### src/fault_pkg.sv
// How it works
// - Input one illegal: code 177 or 241
// - Input one illegal, torque off: code 113
// - Input two illegal: codes 114, 178, 242
// - Input two fault: LED two red constant
// - Input one fault: LED one red constant
// - Low speed beyond zero-speed time: 115/179/243
// - Year-long suspension then activation: 116/180/244
// - Speed-limit internal faults 134/135/198/199, red
// - Code 252 cleared only by power cycle
// - Discrepancy time is configurable per input
package fault_pkg;

  // Clock and timing
  localparam int CLK_HZ         = 50_000_000;
  localparam int TICK_MS        = 1;
  localparam int MS_CYCLES      = CLK_HZ / 1000 * TICK_MS;
  localparam int BLINK_HALF_MS  = 500;
  localparam longint SUSP_YEAR_MS = 64'd31536000000;
  localparam int SPEED_LOW_RPM  = 120;

  // Reaction select encoding
  localparam logic [1:0] REACT_STO = 2'h0;
  localparam logic [1:0] REACT_SSA = 2'h1;
  localparam logic [1:0] REACT_SSB = 2'h2;

  // Error codes
  localparam logic [7:0] CODE_NONE      = 8'h00;
  localparam logic [7:0] CODE_EXT_STO   = 8'h71;  // 113
  localparam logic [7:0] CODE_EXT_SSA   = 8'hB1;  // 177
  localparam logic [7:0] CODE_EXT_SSB   = 8'hF1;  // 241
  localparam logic [7:0] CODE_LIM_A_SSA = 8'h86;  // 134
  localparam logic [7:0] CODE_LIM_B_SSA = 8'h87;  // 135
  localparam logic [7:0] CODE_LIM_A_SSB = 8'hC6;  // 198
  localparam logic [7:0] CODE_LIM_B_SSB = 8'hC7;  // 199
  localparam logic [7:0] CODE_GENERAL   = 8'hFC;  // 252

  // External failure kinds, offset from the reaction base code
  localparam logic [7:0] EXT_IN_ONE = 8'h00;
  localparam logic [7:0] EXT_IN_TWO = 8'h01;
  localparam logic [7:0] EXT_ZERO   = 8'h02;
  localparam logic [7:0] EXT_SUSP   = 8'h03;

  typedef enum logic [3:0] {
    ST_IDLE  = 4'h1,
    ST_EXT   = 4'h2,
    ST_INT   = 4'h4,
    ST_FATAL = 4'h8
  } fault_state_e;

endpackage

### src/fault_indicator.sv
`timescale 1ns/1ps
module fault_indicator #(
  parameter int     MS_CYCLES    = fault_pkg::MS_CYCLES,
  parameter longint SUSP_MS      = fault_pkg::SUSP_YEAR_MS
) (
  input  wire logic        clk,
  input  wire logic        rst_b,
  input  wire logic [1:0]  safe_input_one,
  input  wire logic [1:0]  safe_input_two,
  input  wire logic [7:0]  disc_ms_one,
  input  wire logic [7:0]  disc_ms_two,
  input  wire logic        sf_state_one,
  input  wire logic        sf_state_two,
  input  wire logic        safely_limited_speed,
  input  wire logic        speed_below_thr,
  input  wire logic [15:0] zero_speed_ms,
  input  wire logic        fb_sf_activate,
  input  wire logic [1:0]  reaction_sel,
  input  wire logic        limit_fail_a,
  input  wire logic        limit_fail_b,
  input  wire logic        general_fail,
  input  wire logic        ack,
  output logic [7:0]       fault_code,
  output logic             safe_torque_off,
  output logic             safe_stop_variant_a,
  output logic             safe_stop_variant_b,
  output logic             led_one_red,
  output logic             led_one_green,
  output logic             led_two_red,
  output logic             led_two_green,
  output logic             fault_led_red,
  output logic             fault_led_green
);

  typedef struct packed {
    logic [3:0]             meta;
    logic [3:0]             sync;
    logic [1:0][15:0]       disc;
    logic [15:0]            zero;
    logic [35:0]            susp;
    fault_pkg::fault_state_e st;
    logic [7:0]             code;
    logic [1:0]             react;
  } ind_s;

  ind_s s_q;
  ind_s s_d;
  logic ms_tick;
  logic blink_on;

  ms_ticker #(
    .MS_CYCLES (MS_CYCLES)
  ) u_ticker (
    .clk      (clk),
    .rst_b    (rst_b),
    .ms_tick  (ms_tick),
    .blink_on (blink_on)
  );

  function automatic logic [7:0] ext_code(input logic [1:0] r,
                                          input logic [7:0] kind);
    case (r)
      fault_pkg::REACT_SSA: ext_code = fault_pkg::CODE_EXT_SSA + kind;
      fault_pkg::REACT_SSB: ext_code = fault_pkg::CODE_EXT_SSB + kind;
      default:              ext_code = fault_pkg::CODE_EXT_STO + kind;
    endcase
  endfunction

  ////////////////////////////////////////////////////////////////////////
  // Detection

  logic       in_bad [2];
  logic       zero_bad;
  logic       susp_bad;
  logic       lim_ssb;
  logic       ext_ev;
  logic [7:0] ext_kind;

  always_comb begin
    in_bad[0] = s_q.disc[0] > {8'h00, disc_ms_one};
    in_bad[1] = s_q.disc[1] > {8'h00, disc_ms_two};
    zero_bad  = s_q.zero > zero_speed_ms;
    susp_bad  = fb_sf_activate && (36'(SUSP_MS) < s_q.susp);
    lim_ssb   = reaction_sel == fault_pkg::REACT_SSB;
    ext_ev    = in_bad[0] || in_bad[1] || zero_bad || susp_bad;
    if (in_bad[0]) begin
      ext_kind = fault_pkg::EXT_IN_ONE;
    end else if (in_bad[1]) begin
      ext_kind = fault_pkg::EXT_IN_TWO;
    end else if (zero_bad) begin
      ext_kind = fault_pkg::EXT_ZERO;
    end else begin
      ext_kind = fault_pkg::EXT_SUSP;
    end
  end

  ////////////////////////////////////////////////////////////////////////
  // Next state

  always_comb begin
    s_d      = s_q;
    s_d.meta = {safe_input_two, safe_input_one};
    s_d.sync = s_q.meta;
    if (ms_tick) begin
      for (int i = 0; i < 2; i++) begin
        // Channels must agree within the configured discrepancy time
        if (s_q.sync[2*i] != s_q.sync[2*i+1]) begin
          if (s_q.disc[i] != 16'hFFFF) begin
            s_d.disc[i] = s_q.disc[i] + 16'h0001;
          end
        end else begin
          s_d.disc[i] = 16'h0000;
        end
      end
      if (safely_limited_speed && speed_below_thr) begin
        if (s_q.zero != 16'hFFFF) begin
          s_d.zero = s_q.zero + 16'h0001;
        end
      end else begin
        s_d.zero = 16'h0000;
      end
      if (speed_below_thr) begin
        if (s_q.susp != '1) begin
          s_d.susp = s_q.susp + 36'h000000001;
        end
      end else begin
        s_d.susp = '0;
      end
    end
    case (s_q.st)
      fault_pkg::ST_IDLE: begin
        if (limit_fail_a || limit_fail_b) begin
          s_d.st    = fault_pkg::ST_INT;
          s_d.react = lim_ssb ? fault_pkg::REACT_SSB : fault_pkg::REACT_SSA;
          if (limit_fail_a) begin
            s_d.code = lim_ssb ? fault_pkg::CODE_LIM_A_SSB
                               : fault_pkg::CODE_LIM_A_SSA;
          end else begin
            s_d.code = lim_ssb ? fault_pkg::CODE_LIM_B_SSB
                               : fault_pkg::CODE_LIM_B_SSA;
          end
        end else if (ext_ev) begin
          s_d.st    = fault_pkg::ST_EXT;
          // The spare select code stops by torque off, matching its code
          s_d.react = (reaction_sel == fault_pkg::REACT_SSA
                       || reaction_sel == fault_pkg::REACT_SSB)
                      ? reaction_sel : fault_pkg::REACT_STO;
          s_d.code  = ext_code(reaction_sel,
                               ext_kind);
        end
      end
      // A cause still present after acknowledge relatches a cycle later
      fault_pkg::ST_EXT, fault_pkg::ST_INT: begin
        if (ack) begin
          s_d.st   = fault_pkg::ST_IDLE;
          s_d.code = fault_pkg::CODE_NONE;
        end
      end
      fault_pkg::ST_FATAL: begin
        s_d.st = fault_pkg::ST_FATAL;
      end
      default: begin
        s_d.st = fault_pkg::ST_IDLE;
      end
    endcase
    // General failure overrides anything and ignores acknowledge
    if (general_fail) begin
      s_d.st    = fault_pkg::ST_FATAL;
      s_d.code  = fault_pkg::CODE_GENERAL;
      s_d.react = fault_pkg::REACT_STO;
    end
  end

  always_ff @(posedge clk) begin
    if (!rst_b) begin
      s_q      <= '0;
      s_q.st   <= fault_pkg::ST_IDLE;
      s_q.code <= fault_pkg::CODE_NONE;
    end else begin
      s_q <= s_d;
    end
  end

  ////////////////////////////////////////////////////////////////////////
  // Outputs

  logic idle;
  logic one_flt;
  logic two_flt;

  always_comb begin
    idle    = s_q.st == fault_pkg::ST_IDLE;
    one_flt = s_q.st == fault_pkg::ST_EXT
              && (s_q.code == fault_pkg::CODE_EXT_STO
                  || s_q.code == fault_pkg::CODE_EXT_SSA
                  || s_q.code == fault_pkg::CODE_EXT_SSB);
    two_flt = s_q.st == fault_pkg::ST_EXT
              && (s_q.code == fault_pkg::CODE_EXT_STO + 8'h01
                  || s_q.code == fault_pkg::CODE_EXT_SSA + 8'h01
                  || s_q.code == fault_pkg::CODE_EXT_SSB + 8'h01);
  end

  assign fault_code          = s_q.code;
  assign safe_torque_off     = !idle && s_q.react == fault_pkg::REACT_STO;
  assign safe_stop_variant_a = !idle && s_q.react == fault_pkg::REACT_SSA;
  assign safe_stop_variant_b = !idle && s_q.react == fault_pkg::REACT_SSB;
  assign led_one_red         = one_flt || sf_state_one;
  assign led_one_green       = !one_flt && !sf_state_one;
  assign led_two_red         = two_flt || sf_state_two;
  assign led_two_green       = !two_flt && !sf_state_two;
  assign fault_led_red       = (s_q.st == fault_pkg::ST_EXT) ? blink_on
                               : !idle;
  assign fault_led_green     = idle;
endmodule

### src/ms_ticker.sv
`timescale 1ns/1ps
module ms_ticker #(
  parameter int MS_CYCLES = fault_pkg::MS_CYCLES
) (
  input  wire logic clk,
  input  wire logic rst_b,
  output logic      ms_tick,
  output logic      blink_on
);

  typedef struct packed {
    logic [15:0] div;
    logic [9:0]  half;
    logic        tick;
    logic        blink;
  } tick_s;

  tick_s s_q;
  tick_s s_d;

  always_comb begin
    s_d      = s_q;
    s_d.tick = 1'b0;
    if (s_q.div == 16'(MS_CYCLES - 1)) begin
      s_d.div  = 16'h0000;
      s_d.tick = 1'b1;
      // Flash cycle of 500 ms on, 500 ms off
      if (s_q.half == 10'(fault_pkg::BLINK_HALF_MS - 1)) begin
        s_d.half  = 10'h000;
        s_d.blink = ~s_q.blink;
      end else begin
        s_d.half = s_q.half + 10'h001;
      end
    end else begin
      s_d.div = s_q.div + 16'h0001;
    end
  end

  always_ff @(posedge clk) begin
    if (!rst_b) begin
      s_q <= '0;
    end else begin
      s_q <= s_d;
    end
  end

  assign ms_tick  = s_q.tick;
  assign blink_on = s_q.blink;

endmodule

### config.mk
export PLATFORM = sky130hd
export DESIGN_NAME = fault_indicator
export DESIGN_NICKNAME = d
export VERILOG_FILES = /design/src/fault_pkg.sv /design/src/fault_indicator.sv /design/src/ms_ticker.sv
export SDC_FILE = /design/constraint.sdc
export NUM_CORES = 1
export LEC_CHECK = 0
export BUFFER_PORTS_ARGS = -buffer_cell sky130_fd_sc_hd__buf_2
export CORE_UTILIZATION = 30
export DETAILED_ROUTE_END_ITERATION = 16
export PLACE_DENSITY = 0.53
export SYNTH_ARGS = -nofsm -noshare
export SYNTH_HDL_FRONTEND = slang
export SYNTH_SLANG_ARGS = --single-unit
### constraint.sdc
create_clock -name clk -period 2.5 [get_ports clk]
set_input_delay 0.25 -clock clk [delete_from_list [all_inputs] [get_ports clk]]
set_output_delay 0.25 -clock clk [all_outputs]
set_load 0.05 [all_outputs]
==> results.py <==
metrics = {
    "final_layout": {
        "syn_to_final_growth_pct": 22.0,
        "nets": 1062,
        "drive_above_1_share_pct": 16.3,
        "multi_input_area_um2": 4100,
        "mostFrequentLayoutCell": "nor2_1",
        "antenna_cells": 0,
        "seqCellArea_um2": 2670,
        "fillers": 2335,
        "utilization_pct": 37.7,
        "final_cell_mix": "137 x nor2_1, 131 x dfxtp_1, 72 x nand2_1, 63 x buf_2, 59 x inv_1",
    },
    "critical_path": {
        "cp_cell_sequence": "ha_1 > nand4_1 > nor2_1 > a221o_1 > o31a_1 > buf_4 > a21oi_2 > ha_1 > o221ai_1 > mux2i_1",
        "critical-path-top-delay-family": "compound AO/OA/AOI/OAI gates",
        "slowest_delay_ns": 0.32,
        "crit_slowest_cell": "a221o_1",
        "critPathCaptureType": "flop",
        "required_ns": 2.81,
        "worstPathArrival_ns": 2.71,
        "r2r_slack_ns": 0.10,
        "worstPathBufferInverterCount": 1,
        "crit_type": "reg -> reg",
        "start_kind": "flop",
        "crit_fanout": 3,
        "crit_path_frequent_cell": "ha_1",
    },
    "sta": {
        "min_period_over_period_pct": 95.9,
        "setup_violations": 0,
        "worst_slew_pin_slew_ns": 0.675,
        "slew_viol_final": 0,
        "relSlewSlack_pct": 54.6,
        "layout_setup_ws_ns": 0.102,
        "whs_ns": 0.0315,
        "finClkSkew_ns": 0.00651,
        "hold_violations": 0,
        "tns_ns": 0,
        "timing.final.crit_period_ns": 2.40,
        "fmax_ghz": 0.417,
    },
    "floorplanning": {
        "dieHeight_um": 156,
        "die_x_um": 156,
        "die_area_um2": 24200,
        "ios": 66,
        "row_count": 55,
        "start_util_pct": 30.9,
        "core_area_um2": 22900,
    },
    "clock_tree": {
        "path_clk_slew_ns": 0.06,
        "cts.htree.levels": 4,
        "cts.sinks": 133,
        "clock_latency_ns": 0.42,
        "cts_tree": "built",
        "cts_root_buf": "clkbuf_16",
        "clockBufferDepth": 2,
        "cts_buffers": 17,
    },
    "global_route": {
        "grt_pass1_vias": 5735,
        "grt_usage_pct": 14.1,
        "overflow": 0,
        "grt_max_degree": 21,
        "antenna_found_initial": 0,
        "grt_pass1_wl_um": 27400,
    },
    "route": {
        "vias": 6047,
        "wire_per_inst_um": 12.3,
        "drc": 0,
        "drt_iter0_markers": 282,
        "wl_met1_um": 8070,
        "top_layer_used": "met4",
        "wl_met3_um": 590,
        "wl_met2_um": 7100,
        "drtAntennaViolNets": 0,
        "wirelength_um": 16000,
        "drtPass1Iterations": 4,
        "vias_per_cell": 4.67,
    },
    "place": {
        "io_buffers": 65,
        "dp_slack_ns": -0.0897,
        "dp.final_hpwl_um": 11700,
        "place_congestion": 0.802,
    },
    "synth": {
        "postSynthAreaPerCell_um2": 8.17,
        "synthCells": 866,
        "yosysWarnings": 0,
        "mappedNetlistNets": 958,
        "synth-edff-count": 0,
        "synth.distinct_cells": 55,
        "ys_seq_area_share_pct": 37.6,
        "syn_area_um2": 7080,
        "async_flop_share_pct": 0,
        "synthTopCellsByArea": "dfxtp_1 38%, ha_1 7.6%, nor2_1 7.3%, xor2_1 6.8%, xnor2_1 4.3%",
        "synth-main-ff-cell": "dfxtp_1",
        "ys_ff_latch": 133,
        "yosysTopAreaCell": "dfxtp_1",
        "synth_top_area_share_pct": 37.6,
    },
    "power_and_ir_drop": {
        "p_leak_uw": 0.00348,
        "cellPowerDensity_nw_per_um2": 577,
        "max-vdd-ir-drop_mv": 0.470,
    },
    "job": {
        "drv_cap": 0,
    },
    "status": {
        "run_status": "completed",
    },
    "min_path": {
        "hp-class": "in -> reg",
    },
}
## layer usage
layer | global-route usage, % | vias up
met4 | 4.81 | 0
met2 | 22.0 | 100
li1 | - | 3207
met1 | 19.0 | 2724
met3 | 3.50 | 16
met5 | 0 | -
## area by class of cell
cell class	count	share of cell area (%)
clock buffer	22	5.26
clock inverter	10	1.51
inverter	59	2.56
multi-input combinational	648	47.4
sequential	133	30.9
tap	313	4.54
timing repair buffer	111	7.82
## cells in the mapped netlist, types with 7 or more instances
master / number
buf_4: 8
inv_1: 59
ha_1: 43
nand2_1: 72
xnor2_1: 35
dfxtp_1: 133
nor4_1: 13
nor2_1: 137
and3_1: 14
xor2_1: 55
clkbuf_1: 14
mux2i_1: 7
nand4_1: 44
nand3_1: 40
or3_1: 14
and4_1: 10
nor3_1: 15
a21oi_1: 42
o21ai_0: 24
and2_1: 15
## state kept, by name, summed over array words and instances (netlist names)
register	count
u_ticker.blink_on	1
s_d	4
u_ticker.ms_tick	1
u_ticker.s_q	26
s_q	94
fault_code	7
## power by group
part	internal, uW	switching, uW	leakage [uW]
Sequential	2140	22.5	0.00108
Combinational	107	204	0.00212
Clock	1580	919	0.000284
## kinds of logic after synthesis
family                   Yosys count  share of synthesized area [%]
XOR/XNOR                          90                           11.1
buffers and inverters             85                           5.00
AND/OR/NAND/NOR                  403                           28.5
adder cells (fa/ha/maj)           43                           7.60
multiplexers                       8                           1.15
flip-flops                       133                           37.6
AO/OA/AOI/OAI                    104                           8.98
## through the flow
step | cells | cell area (um2) | total power [uW]
5_1_grt | 1296 | 8630 | 5190
3_5_place_dp | 1263 | 8000 | 2520
3_3_place_gp | 1263 | 8000 | 2520
6_report | 1296 | 8630 | 4980
4_1_cts | 1295 | 8590 | 5050
2_1_floorplan | 866 | 7080 | 2420
## repair_timing
item,4_1_cts,5_1_grt
pin swaps,2,4
setup buffers,0,1
endpoints found under the setup margin,1,13
gates resized for setup,1,12
hold buffers,0,0
## final timing paths
| check | to | from | cells past startpoint |
|---|---|---|---|
| worst max-delay path | fault_code[1] | s_q[65] | 10 |
| worst min-delay path | s_d[98] | safe_input_one[0] | 2 |
| worst max register to register | fault_code[1] | s_q[65] | 10 |
| worst min register to register | s_q[101] | s_d[101] | 1 |
No activity file was read; power rests on OpenSTA's default activity.
